$ cat src/include/ima_pkg.sv
// Constants and types of the in-band management frame access block
package ima_pkg;
   // Register byte offsets
   localparam logic [15:0] REG_CTRL_OFS = 16'h0104;
   localparam logic [15:0] REG_STAT_OFS = 16'h0110;
   // Address of the first switch MAC address byte register, feeding switch_mac
   localparam logic [15:0] REG_SWMAC0_OFS = 16'h0302;

   // Control register field positions
   localparam int CTRL_EN_BIT = 31;
   localparam int CTRL_DAM_BIT = 30;
   localparam int CTRL_RST_BIT = 29;
   localparam int CTRL_PQ_LSB = 22;
   localparam int CTRL_PORT_LSB = 16;
   localparam int CTRL_ETYPE_LSB = 0;

   // Control register reset values
   localparam logic [1:0] PQ_RST = 2'h1;
   localparam logic [2:0] PORT_RST = 3'h0;
   localparam logic [15:0] ETYPE_RST = 16'h40FE;

   // Status register field positions
   localparam int STAT_GOOD_BIT = 31;
   localparam int STAT_TXD_BIT = 30;
   localparam int STAT_EXD_BIT = 29;
   localparam int STAT_MAC_BIT = 14;
   localparam int STAT_FMT_BIT = 13;
   localparam int STAT_CODE_BIT = 12;
   localparam int STAT_CMD_BIT = 11;
   localparam int STAT_OVS_BIT = 10;
   localparam int STAT_LOC_LSB = 0;
   localparam logic [31:0] STAT_RST = 32'h0000_0000;

   // Frame content values
   localparam logic [15:0] FMT_VALID = 16'h9800;
   localparam logic [15:0] CODE_READ = 16'h0001;
   localparam logic [15:0] CODE_WRITE = 16'h0002;
   localparam logic [7:0] CMD_END = 8'h00;
   localparam logic [7:0] CMD_READ = 8'h01;
   localparam logic [7:0] CMD_WRITE = 8'h02;

   // Byte positions within a frame, counted from the first destination byte
   localparam logic [8:0] IDX_ETYPE = 9'h00D;
   localparam logic [8:0] IDX_FMT = 9'h00F;
   localparam logic [8:0] IDX_CODE = 9'h011;
   localparam logic [8:0] IDX_CMD0 = 9'h012;
   localparam logic [8:0] IDX_MAX = 9'h1FF;
   // Largest frame, zero padding and check sequence included
   localparam logic [8:0] MAX_FRAME_BYTES = 9'h140;

   // Clocks from reset release until the synchronised strap is valid
   localparam logic [1:0] STRAP_SETTLE = 2'h2;

   // Frame handling states, Gray coded along the usual path
   typedef enum logic [1:0] {
      IMA_IDLE = 2'b00,
      IMA_HDR = 2'b01,
      IMA_CMD = 2'b11,
      IMA_RESP = 2'b10
   } ima_state_t;
endpackage

$ cat src/core/ima_byte_track.sv
// Byte position counter and destination address matcher for received frames
`timescale 1ns/1ps
module ima_byte_track #(
   parameter int MAC_BYTES = 6
)(
   input logic clk_sys,
   input logic rst,
   input logic rx_valid,
   input logic rx_sof,
   input logic [7:0] rx_data,
   input logic [47:0] switch_mac,
   output logic [8:0] cur_idx,
   output logic [7:0] prev_byte_r,
   output logic da_ok
);
   logic [8:0] cnt_r;
   logic [8:0] cnt_nxt;
   logic [7:0] prev_byte_nxt;
   logic da_ok_r;
   logic da_ok_nxt;

   // Picks address byte i, first byte on the wire is the most significant
   function automatic logic [7:0] mac_byte(input logic [47:0] mac, input logic [2:0] i);
      logic [5:0] sh;
      sh = 6'd40 - {i, 3'b000};
      mac_byte = mac[sh +: 8];
   endfunction

   // Position of the byte now on the bus
   assign cur_idx = rx_sof ? 9'h000 : cnt_r;
   assign da_ok = da_ok_r;

   // Next count, last byte and running address compare
   always_comb
   begin
      cnt_nxt = cnt_r;
      prev_byte_nxt = prev_byte_r;
      da_ok_nxt = da_ok_r;
      if (rx_valid)
      begin
         cnt_nxt = (cur_idx == ima_pkg::IDX_MAX) ? cur_idx : cur_idx + 9'h001;
         prev_byte_nxt = rx_data;
         if (cur_idx < 9'(MAC_BYTES))
         begin
            da_ok_nxt = (rx_sof | da_ok_r) & (rx_data == mac_byte(switch_mac, cur_idx[2:0]));
         end
      end
   end

   // Register stage
   always_ff @(posedge clk_sys)
   begin
      if (rst)
      begin
         cnt_r <= 9'h000;
         prev_byte_r <= 8'h00;
         da_ok_r <= 1'b0;
      end
      else
      begin
         cnt_r <= cnt_nxt;
         prev_byte_r <= prev_byte_nxt;
         da_ok_r <= da_ok_nxt;
      end
   end
endmodule

$ cat src/core/ima_core.sv
// In-band management frame recognition, checking, command issue and response request
`timescale 1ns/1ps
module ima_core (
   input logic clk_sys,
   input logic rst,
   input logic enable_strap_pin,
   input logic [15:0] reg_addr,
   input logic reg_wr,
   input logic reg_rd,
   input logic [31:0] reg_wdata,
   output logic [31:0] reg_rdata,
   input logic [47:0] switch_mac,
   input logic rx_valid,
   input logic rx_sof,
   input logic rx_eof,
   input logic [7:0] rx_data,
   input logic [2:0] rx_port,
   output logic frame_divert,
   output logic cmd_valid,
   output logic [7:0] cmd_code,
   output logic [23:0] cmd_arg,
   output logic tx_req,
   output logic [2:0] tx_port,
   output logic [1:0] tx_queue,
   input logic tx_ack
);
   // Control register state
   logic strap_meta_r;
   logic strap_sync_r;
   logic [1:0] strap_wait_r, strap_wait_nxt;
   logic ctrl_en_r, ctrl_en_nxt;
   logic ctrl_dam_r, ctrl_dam_nxt;
   logic mgmt_rst_r, mgmt_rst_nxt;
   logic [1:0] ctrl_pq_r, ctrl_pq_nxt;
   logic [2:0] ctrl_port_r, ctrl_port_nxt;
   logic [15:0] ctrl_etype_r, ctrl_etype_nxt;
   logic [31:0] reg_rdata_nxt;
   logic [31:0] ctrl_word;
   logic [31:0] stat_word;

   // Frame machine and status state
   ima_pkg::ima_state_t state_r, state_nxt;
   logic divert_r, divert_nxt;
   logic drop_r, drop_nxt;
   logic hdr_bad_r, hdr_bad_nxt;
   logic cmd_bad_r, cmd_bad_nxt;
   logic pad_r, pad_nxt;
   logic good_r, good_nxt;
   logic txd_r, txd_nxt;
   logic exd_r, exd_nxt;
   logic mac_err_r, mac_err_nxt;
   logic fmt_err_r, fmt_err_nxt;
   logic code_err_r, code_err_nxt;
   logic cmd_err_r, cmd_err_nxt;
   logic ovs_err_r, ovs_err_nxt;
   logic [6:0] loc_r, loc_nxt;
   logic cmd_valid_r, cmd_valid_nxt;
   logic [7:0] cmd_code_r, cmd_code_nxt;
   logic [23:0] cmd_arg_r, cmd_arg_nxt;

   // Byte tracking
   logic [8:0] cur_idx;
   logic [7:0] prev_byte_r;
   logic da_ok;
   logic byte_ok;
   logic et_hit;
   logic [8:0] cmd_off;

   ima_byte_track #(
      .MAC_BYTES(6)
   ) u_track (
      .clk_sys(clk_sys),
      .rst(rst),
      .rx_valid(rx_valid),
      .rx_sof(rx_sof),
      .rx_data(rx_data),
      .switch_mac(switch_mac),
      .cur_idx(cur_idx),
      .prev_byte_r(prev_byte_r),
      .da_ok(da_ok)
   );

   // Byte qualifiers
   assign byte_ok = rx_valid & (rx_port == ctrl_port_r);
   assign et_hit = ({prev_byte_r, rx_data} == ctrl_etype_r);
   assign cmd_off = cur_idx - ima_pkg::IDX_CMD0;

   // Register images for reads
   always_comb
   begin
      ctrl_word = 32'h0000_0000;
      ctrl_word[ima_pkg::CTRL_EN_BIT] = ctrl_en_r;
      ctrl_word[ima_pkg::CTRL_DAM_BIT] = ctrl_dam_r;
      ctrl_word[ima_pkg::CTRL_RST_BIT] = mgmt_rst_r;
      ctrl_word[ima_pkg::CTRL_PQ_LSB +: 2] = ctrl_pq_r;
      ctrl_word[ima_pkg::CTRL_PORT_LSB +: 3] = ctrl_port_r;
      ctrl_word[ima_pkg::CTRL_ETYPE_LSB +: 16] = ctrl_etype_r;
      stat_word = ima_pkg::STAT_RST;
      stat_word[ima_pkg::STAT_GOOD_BIT] = good_r;
      stat_word[ima_pkg::STAT_TXD_BIT] = txd_r;
      stat_word[ima_pkg::STAT_EXD_BIT] = exd_r;
      stat_word[ima_pkg::STAT_MAC_BIT] = mac_err_r;
      stat_word[ima_pkg::STAT_FMT_BIT] = fmt_err_r;
      stat_word[ima_pkg::STAT_CODE_BIT] = code_err_r;
      stat_word[ima_pkg::STAT_CMD_BIT] = cmd_err_r;
      stat_word[ima_pkg::STAT_OVS_BIT] = ovs_err_r;
      stat_word[ima_pkg::STAT_LOC_LSB +: 7] = cmd_err_r ? loc_r : 7'h00;
   end

   // Control register writes, strap load and read decode
   always_comb
   begin
      strap_wait_nxt = strap_wait_r;
      ctrl_en_nxt = ctrl_en_r;
      ctrl_dam_nxt = ctrl_dam_r;
      mgmt_rst_nxt = 1'b0;
      ctrl_pq_nxt = ctrl_pq_r;
      ctrl_port_nxt = ctrl_port_r;
      ctrl_etype_nxt = ctrl_etype_r;
      reg_rdata_nxt = reg_rdata;
      if (reg_wr && reg_addr == ima_pkg::REG_CTRL_OFS)
      begin
         ctrl_en_nxt = reg_wdata[ima_pkg::CTRL_EN_BIT];
         ctrl_dam_nxt = reg_wdata[ima_pkg::CTRL_DAM_BIT];
         mgmt_rst_nxt = reg_wdata[ima_pkg::CTRL_RST_BIT];
         ctrl_pq_nxt = reg_wdata[ima_pkg::CTRL_PQ_LSB +: 2];
         ctrl_port_nxt = reg_wdata[ima_pkg::CTRL_PORT_LSB +: 3];
         ctrl_etype_nxt = reg_wdata[ima_pkg::CTRL_ETYPE_LSB +: 16];
      end
      if (strap_wait_r != ima_pkg::STRAP_SETTLE)
      begin
         strap_wait_nxt = strap_wait_r + 2'h1;
         if (strap_wait_r == ima_pkg::STRAP_SETTLE - 2'h1)
         begin
            ctrl_en_nxt = ~strap_sync_r;
         end
      end
      if (reg_rd)
      begin
         if (reg_addr == ima_pkg::REG_CTRL_OFS)
         begin
            reg_rdata_nxt = ctrl_word;
         end
         else if (reg_addr == ima_pkg::REG_STAT_OFS)
         begin
            reg_rdata_nxt = stat_word;
         end
         else
         begin
            reg_rdata_nxt = 32'h0000_0000;
         end
      end
   end

   // Strap synchroniser, kept running through reset so the pin level is settled at load time
   always_ff @(posedge clk_sys)
   begin
      strap_meta_r <= enable_strap_pin;
      strap_sync_r <= strap_meta_r;
   end

   // Control register storage
   always_ff @(posedge clk_sys)
   begin
      if (rst)
      begin
         strap_wait_r <= 2'h0;
         ctrl_en_r <= 1'b0;
         ctrl_dam_r <= 1'b0;
         mgmt_rst_r <= 1'b0;
         ctrl_pq_r <= ima_pkg::PQ_RST;
         ctrl_port_r <= ima_pkg::PORT_RST;
         ctrl_etype_r <= ima_pkg::ETYPE_RST;
         reg_rdata <= 32'h0000_0000;
      end
      else
      begin
         strap_wait_r <= strap_wait_nxt;
         ctrl_en_r <= ctrl_en_nxt;
         ctrl_dam_r <= ctrl_dam_nxt;
         mgmt_rst_r <= mgmt_rst_nxt;
         ctrl_pq_r <= ctrl_pq_nxt;
         ctrl_port_r <= ctrl_port_nxt;
         ctrl_etype_r <= ctrl_etype_nxt;
         reg_rdata <= reg_rdata_nxt;
      end
   end

   // Frame machine: header checks, command issue, flags and response request
   always_comb
   begin
      state_nxt = state_r;
      divert_nxt = divert_r;
      drop_nxt = drop_r;
      hdr_bad_nxt = hdr_bad_r;
      cmd_bad_nxt = cmd_bad_r;
      pad_nxt = pad_r;
      good_nxt = good_r;
      txd_nxt = txd_r;
      exd_nxt = exd_r;
      mac_err_nxt = mac_err_r;
      fmt_err_nxt = fmt_err_r;
      code_err_nxt = code_err_r;
      cmd_err_nxt = cmd_err_r;
      ovs_err_nxt = ovs_err_r;
      loc_nxt = loc_r;
      cmd_valid_nxt = 1'b0;
      cmd_code_nxt = cmd_code_r;
      cmd_arg_nxt = cmd_arg_r;
      case (state_r)
         ima_pkg::IMA_IDLE:
         begin
            if (byte_ok && rx_sof && !rx_eof && ctrl_en_r)
            begin
               state_nxt = ima_pkg::IMA_HDR;
               drop_nxt = 1'b0;
               hdr_bad_nxt = 1'b0;
               cmd_bad_nxt = 1'b0;
               pad_nxt = 1'b0;
            end
         end
         ima_pkg::IMA_HDR:
         begin
            if (byte_ok)
            begin
               if (cur_idx == ima_pkg::IDX_ETYPE)
               begin
                  if (!et_hit)
                  begin
                     state_nxt = ima_pkg::IMA_IDLE;
                  end
                  else
                  begin
                     divert_nxt = 1'b1;
                     txd_nxt = 1'b0;
                     exd_nxt = 1'b0;
                     fmt_err_nxt = 1'b0;
                     code_err_nxt = 1'b0;
                     cmd_err_nxt = 1'b0;
                     ovs_err_nxt = 1'b0;
                     mac_err_nxt = ctrl_dam_r & ~da_ok;
                     drop_nxt = ctrl_dam_r & ~da_ok;
                  end
               end
               if (cur_idx == ima_pkg::IDX_FMT && {prev_byte_r, rx_data} != ima_pkg::FMT_VALID)
               begin
                  fmt_err_nxt = 1'b1;
                  hdr_bad_nxt = 1'b1;
               end
               if (cur_idx == ima_pkg::IDX_CODE)
               begin
                  state_nxt = ima_pkg::IMA_CMD;
                  if ({prev_byte_r, rx_data} != ima_pkg::CODE_READ &&
                      {prev_byte_r, rx_data} != ima_pkg::CODE_WRITE)
                  begin
                     code_err_nxt = 1'b1;
                     hdr_bad_nxt = 1'b1;
                  end
               end
               if (rx_eof)
               begin
                  state_nxt = ima_pkg::IMA_IDLE;
                  divert_nxt = 1'b0;
               end
            end
         end
         ima_pkg::IMA_CMD:
         begin
            if (byte_ok)
            begin
               if (cur_idx >= ima_pkg::MAX_FRAME_BYTES)
               begin
                  ovs_err_nxt = 1'b1;
               end
               if (cmd_off[1:0] == 2'h0 && !pad_r)
               begin
                  cmd_code_nxt = rx_data;
                  pad_nxt = (rx_data == ima_pkg::CMD_END); // Padding and check bytes are not commands
                  if (rx_data != ima_pkg::CMD_END && rx_data != ima_pkg::CMD_READ &&
                      rx_data != ima_pkg::CMD_WRITE && !cmd_bad_r)
                  begin
                     cmd_err_nxt = 1'b1;
                     cmd_bad_nxt = 1'b1;
                     loc_nxt = cmd_off[8:2];
                  end
               end
               else if (!pad_r)
               begin
                  cmd_arg_nxt = {cmd_arg_r[15:0], rx_data};
               end
               if (cmd_off[1:0] == 2'h3 && cmd_code_r != ima_pkg::CMD_END &&
                   !hdr_bad_r && !drop_r && !cmd_bad_r && !ovs_err_r)
               begin
                  cmd_valid_nxt = 1'b1;
               end
               if (rx_eof)
               begin
                  divert_nxt = 1'b0;
                  if (ovs_err_nxt || drop_r)
                  begin
                     state_nxt = ima_pkg::IMA_IDLE;
                  end
                  else
                  begin
                     state_nxt = ima_pkg::IMA_RESP;
                     good_nxt = good_r | (!hdr_bad_r && !cmd_bad_nxt);
                     exd_nxt = !hdr_bad_r && !cmd_bad_nxt;
                  end
               end
            end
         end
         ima_pkg::IMA_RESP:
         begin
            if (tx_ack)
            begin
               txd_nxt = 1'b1;
               state_nxt = ima_pkg::IMA_IDLE;
            end
         end
         default:
         begin
            state_nxt = ima_pkg::IMA_IDLE;
         end
      endcase
      if (mgmt_rst_r)
      begin
         state_nxt = ima_pkg::IMA_IDLE;
         divert_nxt = 1'b0;
         cmd_valid_nxt = 1'b0;
      end
   end

   // Frame machine storage
   always_ff @(posedge clk_sys)
   begin
      if (rst)
      begin
         state_r <= ima_pkg::IMA_IDLE;
         divert_r <= 1'b0;
         drop_r <= 1'b0;
         hdr_bad_r <= 1'b0;
         cmd_bad_r <= 1'b0;
         pad_r <= 1'b0;
         good_r <= 1'b0;
         txd_r <= 1'b0;
         exd_r <= 1'b0;
         mac_err_r <= 1'b0;
         fmt_err_r <= 1'b0;
         code_err_r <= 1'b0;
         cmd_err_r <= 1'b0;
         ovs_err_r <= 1'b0;
         loc_r <= 7'h00;
         cmd_valid_r <= 1'b0;
         cmd_code_r <= 8'h00;
         cmd_arg_r <= 24'h00_0000;
      end
      else
      begin
         state_r <= state_nxt;
         divert_r <= divert_nxt;
         drop_r <= drop_nxt;
         hdr_bad_r <= hdr_bad_nxt;
         cmd_bad_r <= cmd_bad_nxt;
         pad_r <= pad_nxt;
         good_r <= good_nxt;
         txd_r <= txd_nxt;
         exd_r <= exd_nxt;
         mac_err_r <= mac_err_nxt;
         fmt_err_r <= fmt_err_nxt;
         code_err_r <= code_err_nxt;
         cmd_err_r <= cmd_err_nxt;
         ovs_err_r <= ovs_err_nxt;
         loc_r <= loc_nxt;
         cmd_valid_r <= cmd_valid_nxt;
         cmd_code_r <= cmd_code_nxt;
         cmd_arg_r <= cmd_arg_nxt;
      end
   end

   // Outputs toward the switch fabric
   assign frame_divert = divert_r;
   assign cmd_valid = cmd_valid_r;
   assign cmd_code = cmd_code_r;
   assign cmd_arg = cmd_arg_r;
   assign tx_req = (state_r == ima_pkg::IMA_RESP);
   assign tx_port = ctrl_port_r;
   assign tx_queue = ctrl_pq_r;
endmodule

$ cat config.mk
export PLATFORM = sky130hd
export DESIGN_NAME = ima_core
export DESIGN_NICKNAME = d
export VERILOG_FILES = /design/src/include/ima_pkg.sv /design/src/core/ima_byte_track.sv /design/src/core/ima_core.sv
export SDC_FILE = /design/constraint.sdc
export NUM_CORES = 1
export LEC_CHECK = 0
export BUFFER_PORTS_ARGS = -buffer_cell sky130_fd_sc_hd__buf_2
export CORE_MARGIN = 5
export CORE_UTILIZATION = 50
export CTS_BUF_LIST = sky130_fd_sc_hd__clkbuf_4 sky130_fd_sc_hd__clkbuf_8
export DETAILED_ROUTE_END_ITERATION = 16
export PLACE_DENSITY = 0.75
export SLEW_MARGIN = 20
export SYNTH_ARGS = -nofsm -noshare
export SYNTH_HDL_FRONTEND = slang
export SYNTH_SLANG_ARGS = --single-unit
export TNS_END_PERCENT = 30
$ cat constraint.sdc
create_clock -name clk_sys -period 6.4 [get_ports clk_sys]
set_input_delay 0.64 -clock clk_sys [delete_from_list [all_inputs] [get_ports clk_sys]]
set_output_delay 0.64 -clock clk_sys [all_outputs]
set_load 0.01 [all_outputs]
==> results of run 1 <==
[through the flow]
stage | cell area, sq um | std cells | total power (uW)
after floorplan | 6327 | 759 | 951.1
after global placement | 7083 | 1036 | 1006
after detailed placement | 7083 | 1036 | 1009
after CTS | 7433 | 1064 | 1631
after global routing | 7433 | 1064 | 1690
final | 7433 | 1064 | 1620
[state kept, by name, indices dropped and copies added (netlist names), 2 cells and up]
| signal | flops |
|---|---|
| cmd_arg | 24 |
| state_r | 2 |
| reg_rdata | 24 |
| tx_port | 3 |
| u_track.cnt_r | 9 |
| loc_r | 7 |
| tx_queue | 2 |
| u_track.prev_byte_r | 8 |
| cmd_code | 8 |
| strap_wait_r | 2 |
| ctrl_etype_r | 16 |
[power by group through the flow]
stage	registers [uW]	clock network [uW]	logic (uW)
finish	816	627	177
detailed placement	833	0	176
CTS	816	638	177
global route	817	675	197
floorplan	826	0	125
global placement	832	0	174
[area by class of cell]
class,instances,share of cell area
clock buffers,21,0.03804
clock inverters,7,0.009089
inverters,18,0.009426
multi-input cells,547,0.4593
flip-flops and latches,125,0.3366
well taps,172,0.02895
repair buffers,174,0.1185
[cells by family after synthesis]
family	Yosys count	synth area share
xor gates and xnor gates	31	0.04309
AOI/OAI and AO/OA	184	0.1988
buffers and inverters	87	0.06593
DFF	125	0.3971
muxes	34	0.05580
other	1	0.0005951
adders and majority gates	8	0.01589
and+or+nand+nor	282	0.2228
[worst max path at each step]
stage,from,to,slack [ns],cells after the start
after floorplan,rx_sof,u_track.da_ok$_SDFFE_PP0P_,3.42,12
after global placement,rx_sof,u_track.da_ok$_SDFFE_PP0P_,2.95,8
after detailed placement,rx_sof,u_track.da_ok$_SDFFE_PP0P_,2.93,8
after CTS,u_track.cnt_r[0]$_SDFFE_PP0P_,u_track.cnt_r[5]$_SDFFE_PP0P_,3.15,9
after global routing,u_track.cnt_r[0]$_SDFFE_PP0P_,u_track.cnt_r[5]$_SDFFE_PP0P_,2.90,9
final,u_track.cnt_r[0]$_SDFFE_PP0P_,u_track.cnt_r[5]$_SDFFE_PP0P_,3.18,9
[cells in the mapped netlist, types with 4 or more instances]
master                     count  area, sq um
sky130_fd_sc_hd__dfxtp_1     125         2502
sky130_fd_sc_hd__nand2_1      90        337.8
sky130_fd_sc_hd__a21oi_1      73        365.4
sky130_fd_sc_hd__nor2_1       67        251.5
sky130_fd_sc_hd__clkbuf_1     33        123.9
sky130_fd_sc_hd__nand3_1      29        145.1
sky130_fd_sc_hd__a211oi_1     25        187.7
sky130_fd_sc_hd__mux2i_1      25        250.2
sky130_fd_sc_hd__xnor2_1      24        210.2
sky130_fd_sc_hd__buf_2        21        105.1
sky130_fd_sc_hd__a22oi_1      20        150.1
sky130_fd_sc_hd__a211o_1      17        148.9
sky130_fd_sc_hd__inv_1        16        60.06
sky130_fd_sc_hd__nand2b_1     14        87.58
sky130_fd_sc_hd__and3_1       13        81.33
sky130_fd_sc_hd__nor3_1       13        65.06
sky130_fd_sc_hd__nand4_1      10        62.56
sky130_fd_sc_hd__a21boi_0      8        60.06
sky130_fd_sc_hd__a221o_1       8        80.08
sky130_fd_sc_hd__a32oi_1       8        70.07
sky130_fd_sc_hd__and3b_1       8        70.07
sky130_fd_sc_hd__buf_4         8        60.06
sky130_fd_sc_hd__ha_1          8        100.1
sky130_fd_sc_hd__mux2_1        8        90.09
sky130_fd_sc_hd__nor4_1        8        50.05
sky130_fd_sc_hd__xor2_1        7        61.31
sky130_fd_sc_hd__and2_1        4        25.02
sky130_fd_sc_hd__buf_6         4        45.04
sky130_fd_sc_hd__nor2b_1       4        25.02
[routing by layer]
layer,GRT usage,share of wire,vias up
met1,0.3059,0.44,2756
met2,0.3683,0.47,222
met4,0.06998,0.016,0
met3,0.05115,0.075,23
li1,-,-,2920
met5,0,0,-
[worst max-delay path, cell delays in order (launching register included)]
cell and delay, ns:
sky130_fd_sc_hd__dfxtp_1 0.83, sky130_fd_sc_hd__nand2b_1 0.46, sky130_fd_sc_hd__inv_4 0.28, sky130_fd_sc_hd__ha_1 0.19, sky130_fd_sc_hd__and4b_1 0.27, sky130_fd_sc_hd__nand4_1 0.14
sky130_fd_sc_hd__o31ai_1 0.58, sky130_fd_sc_hd__nor2_1 0.11, sky130_fd_sc_hd__xor2_1 0.17, sky130_fd_sc_hd__nor2_1 0.05
==> results.toml, run 1 <==
[placed_design]
dp_hpwl_mm = 12.22
detailedPlace.worstSlack_ns = 2.928
gpl.final_weighted_congestion = 0.8903
io_buffer_count = 171

[clock_tree]
clkTransAtPathRegs_ns = 0.07
htree_num_levels = 4
clkLatencyLatePin_ns = 0.44
clock_sinks = 125
cts.path.max_buffers = 2
cts_tree = "built"
cts_bufs_inserted = 17
cts-hold-fix-buffers = 0
postCtsResizedCells = 0
post_cts_setup_buffer_count = 0
root_buffer = "sky130_fd_sc_hd__clkbuf_8"

[detailed_routing]
drt-wirelength-per-cell_microns = 16.23
vias = 5921
routed_wirelength_mm = 17.27
drc = 0
antenna_violating_nets_post_route = 0
dr.first_iter.drc_count = 489
detail_route.first_pass.iterations = 5
via_per_inst = 5.565

[finish]
area.sequential_sq_mm = 0.002502
layout.core_utilization = 0.5963
area_growth_syn_to_layout_pct = 17.97
layout-drive-gt1-share = 0.2433
fillerInstances = 1197
layout_commonest_cell = "sky130_fd_sc_hd__buf_2"
multiInputGateArea_sq_mm = 0.003415
layout.cells.most_common_list = "sky130_fd_sc_hd__buf_2, sky130_fd_sc_hd__dfxtp_1, sky130_fd_sc_hd__nand2_1, sky130_fd_sc_hd__a21oi_1, sky130_fd_sc_hd__nor2_1"
antenna_cells_inserted = 0
layout.nets = 1007

[critical_path]
reg2reg_depth = 9
crit-reg2reg-capture = "u_track.cnt_r[5]$_SDFFE_PP0P_"
ff2ff_setup_slack_ns = 3.18
startpoint_type = "register"
criticalPathCategory = "reg2reg"
regToRegStartpoint = "u_track.cnt_r[0]$_SDFFE_PP0P_"
critical_path_arrival_ns = 3.53
critical_path_peak_fanout = 19
worst-endpoint-required_ns = 6.72
setup.worst_path.end_class = "register"

[global_routing]
grt_pass1_wl_mm = 27.08
number_of_antenna_violations_at_the_first_check_in_global_routing = 0
grt.overflow.total = 0
vias_in_the_first_global_route = 5434
grt_max_degree = 84
grtUsageTotal = 0.2281

[timing]
worst_setup_margin_ns = 3.185
hold_ws_ns = 0.2984
fin_skew_ns = 0.009931
slew_headroom = 0.3928
timing.fmax_mhz = 311.0
setup_viol = 0
slew_viol_final = 0
finalHoldViolations = 0
share_of_the_clock_period_used_by_the_worst_path_after_layout = 0.5024
worst_slew_pin_slew_ns = 0.9074
grt_setup_unrepaired = "no"
fin_setup_tns_ns = 0
fin_crit_ns = 3.215

[power]
pwr-share-seq = 0.504
power_switching_share = 0.2549
max-vdd-ir-drop_mv = 0.1336
power.share.combinational = 0.109
power-per-cell-area_mw_per_mm2 = 217.9
p_sw_uw = 413.0
cell_internal_pwr_uw = 1207
leakage_power_total_uw = 0.003026
power_frac_clock = 0.387

[floorplan]
std_cell_rows = 41
boundaryPins = 188
design.core.area_sq_mm = 0.01247
dieArea_sq_mm = 0.01495
die_height_microns = 122.3
dieWidth_microns = 122.3
initial_core_util = 0.5055

[yosys]
synth-seq-cells = 125
count_of_flip_flops_with_a_built_in_enable_after_synthesis = 0
yosys_warnings = 0
netlist_area_sq_mm = 0.006301
seq_area_frac_synth = 0.3971
asyncSetResetFlopFracSynth = 0
synth_cell_types = 66
syn_inst = 752
predominant_post_synthesis_flop_cell = "sky130_fd_sc_hd__dfxtp_1"
syn_avg_cell_area_sq_um = 8.379

[worst_hold_path]
holdPathStages = 1
worstHoldEndpoint = "strap_meta_r$_DFF_P_"
hold_class = "in2reg"
hold_start = "enable_strap_pin"

[run]
cap_viol_max_count = 0

[run_status]
status = "completed"
(Power assumes the default switching activity.)
==> run 2: changes to the inputs <==
clock period = 3.14 ns   (was 6.4 ns; I/O delays follow)
==> results.toml, run 2 (synthesis results as in run 1) <==
[run_status]
status = "completed"

[timing]
slew_viol_final = 0
slew_headroom = 0.4673
fin_skew_ns = 0.01222
grt_setup_unrepaired = "no"
fin_crit_ns = 2.447
setup_viol = 0
fin_setup_tns_ns = 0
timing.fmax_mhz = 408.6
share_of_the_clock_period_used_by_the_worst_path_after_layout = 0.7794
worst_slew_pin_slew_ns = 0.7990
finalHoldViolations = 0
hold_ws_ns = 0.1158

[worst_hold_path]
worstHoldEndpoint = "tx_queue[1]$_SDFFE_PP0N_"
hold_start = "reg_wdata[23]"
holdPathStages = 3
hold_class = "in2reg"

[finish]
layout_commonest_cell = "sky130_fd_sc_hd__buf_2"
layout.cells.most_common_list = "sky130_fd_sc_hd__buf_2, sky130_fd_sc_hd__dfxtp_1, sky130_fd_sc_hd__nand2_1, sky130_fd_sc_hd__a21oi_1, sky130_fd_sc_hd__nor2_1"
area_growth_syn_to_layout_pct = 20.27
layout-drive-gt1-share = 0.2555
fillerInstances = 1177
final_cells = 1081
area.sequential_sq_mm = 0.002502
multiInputGateArea_sq_mm = 0.003415
layout.nets = 1020

[floorplan]
std_cell_rows = 41
die_height_microns = 122.3
dieArea_sq_mm = 0.01495
dieWidth_microns = 122.3
design.core.area_sq_mm = 0.01247
initial_core_util = 0.5055
boundaryPins = 188

[run]
cap_viol_max_count = 0

[clock_tree]
cts.path.max_buffers = 2
htree_num_levels = 4
post_cts_setup_buffer_count = 0
clock_sinks = 125
cts_tree = "built"
cts_bufs_inserted = 17
clkTransAtPathRegs_ns = 0.07
clkLatencyLatePin_ns = 0.44
root_buffer = "sky130_fd_sc_hd__clkbuf_8"

[critical_path]
path_common_cell = "sky130_fd_sc_hd__nor2_1"
cp-startpoint = "u_track.cnt_r[1]$_SDFFE_PP0P_"
regToRegStartpoint = "u_track.cnt_r[1]$_SDFFE_PP0P_"
crit_chain = "nand2b_2 -> inv_2 -> ha_1 -> and4b_1 -> nand4_1 -> o31ai_1 -> nor2_1 -> xor2_1 -> nor2_1"
critical_path_peak_fanout = 28
worst-endpoint-required_ns = 3.45
setup.worst_path.end_class = "register"
cp.buffers_inverters = 1
reg2reg_depth = 9
ff2ff_setup_slack_ns = 0.69
crit-reg2reg-capture = "u_track.cnt_r[5]$_SDFFE_PP0P_"
critical-path-max-stage-delay_ns = 0.53
startpoint_type = "register"
critical_path_arrival_ns = 2.76
slowest_cell_on_the_critical_path = "sky130_fd_sc_hd__o31ai_1"
criticalPathCategory = "reg2reg"
worst_path_dominant_cell_family = "simple AND/OR/NAND/NOR gates"

[global_routing]
grt.overflow.total = 0
grt_pass1_wl_mm = 26.69
vias_in_the_first_global_route = 5395
grt_max_degree = 49
grtUsageTotal = 0.2262
number_of_antenna_violations_at_the_first_check_in_global_routing = 1

[power]
power-per-cell-area_mw_per_mm2 = 448.5
leakage_power_total_uw = 0.003104
max-vdd-ir-drop_mv = 0.2657

[detailed_routing]
drt-wirelength-per-cell_microns = 15.82
via_per_inst = 5.486
dr.first_iter.drc_count = 424
drc = 0
antenna_violating_nets_post_route = 0
routed_wirelength_mm = 17.11
vias = 5930
detail_route.first_pass.iterations = 5

[placed_design]
dp_hpwl_mm = 12.54
gpl.final_weighted_congestion = 0.9214
placed_cells = 1048
io_buffer_count = 171
-- run 2: changes by cell type in the layout (fill, tap and decap cells not counted) --
cell | previous run | this run
sky130_fd_sc_hd__dlygate4sd3_1 | 0 | 1
sky130_fd_sc_hd__clkbuf_8 | 20 | 22
sky130_fd_sc_hd__diode_2 | 0 | 1
sky130_fd_sc_hd__buf_4 | 4 | 16
sky130_fd_sc_hd__clkinv_4 | 0 | 1
sky130_fd_sc_hd__clkinvlp_4 | 3 | 4
sky130_fd_sc_hd__inv_6 | 0 | 1
sky130_fd_sc_hd__clkinv_2 | 3 | 1
-- run 2: per-stage QoR --
stage,instance area (sq um),setup WS (ns),total power [uW],utilization
after detailed placement,7173,0.4446,2065,0.5754
after floorplan,6327,0.4908,1939,-
final,7579,0.6928,3399,0.6079
after CTS,7576,0.6761,3432,0.6077
after global routing,7579,0.4883,3554,0.6079
after global placement,7173,0.4478,2057,0.5754
-- run 2: worst register-to-register path, delay by kind of cell (launching register included) --
kind / cells / cell delay [ns]
compound gates: 1 / 0.53
xor+xnor: 1 / 0.17
fa+ha+maj: 1 / 0.25
buf+inv: 1 / 0.34
flops: 1 / 0.39
simple gates: 5 / 0.64
-- run 2: cell type report --
cell class	count	area share
clock buffer	23	0.04094
timing repair buffer	187	0.1294
sequential	125	0.3302
multi-input combinational	547	0.4506
antenna	1	0.0003302
tap	172	0.02840
inverter	18	0.009245
clock inverter	8	0.01090
-- run 2: how the worst max path moves through the flow --
| stage | depth (start not counted) | slack [ns] | endpoint |
|---|---|---|---|
| 3_5_place_dp | 10 | 0.44 | u_track.cnt_r[5]$_SDFFE_PP0P_ |
| 6_report | 9 | 0.69 | u_track.cnt_r[5]$_SDFFE_PP0P_ |
| 4_1_cts | 9 | 0.68 | u_track.cnt_r[5]$_SDFFE_PP0P_ |
| 2_1_floorplan | 12 | 0.49 | u_track.da_ok$_SDFFE_PP0P_ |
| 5_1_grt | 9 | 0.49 | u_track.cnt_r[5]$_SDFFE_PP0P_ |
| 3_3_place_gp | 10 | 0.45 | u_track.cnt_r[5]$_SDFFE_PP0P_ |
-- run 2: timing repair --
action / in CTS / in global routing
gates resized for setup: 0 / 0
endpoints found under the hold margin: 1 / 0
hold buffers: 1 / 0
-- run 2: power breakdown --
group | switching (uW) | total (uW) | internal, uW | leakage [uW]
registers | 32.3 | 1650 | 1620 | 0.00101
clock network | 632 | 1370 | 737 | 0.000190
logic | 204 | 375 | 171 | 0.00190
total | 869 | 3400 | 2530 | 0.00310
-- run 2: metal layers --
metal  vias up  global-route usage  wire length [microns]
li1       2956                   -                      -
met1      2743              0.3025                   7536
met2       206              0.3583                   7987
met3        25             0.05207                   1256
met4         0             0.08258                    326
met5         -                   0                      0
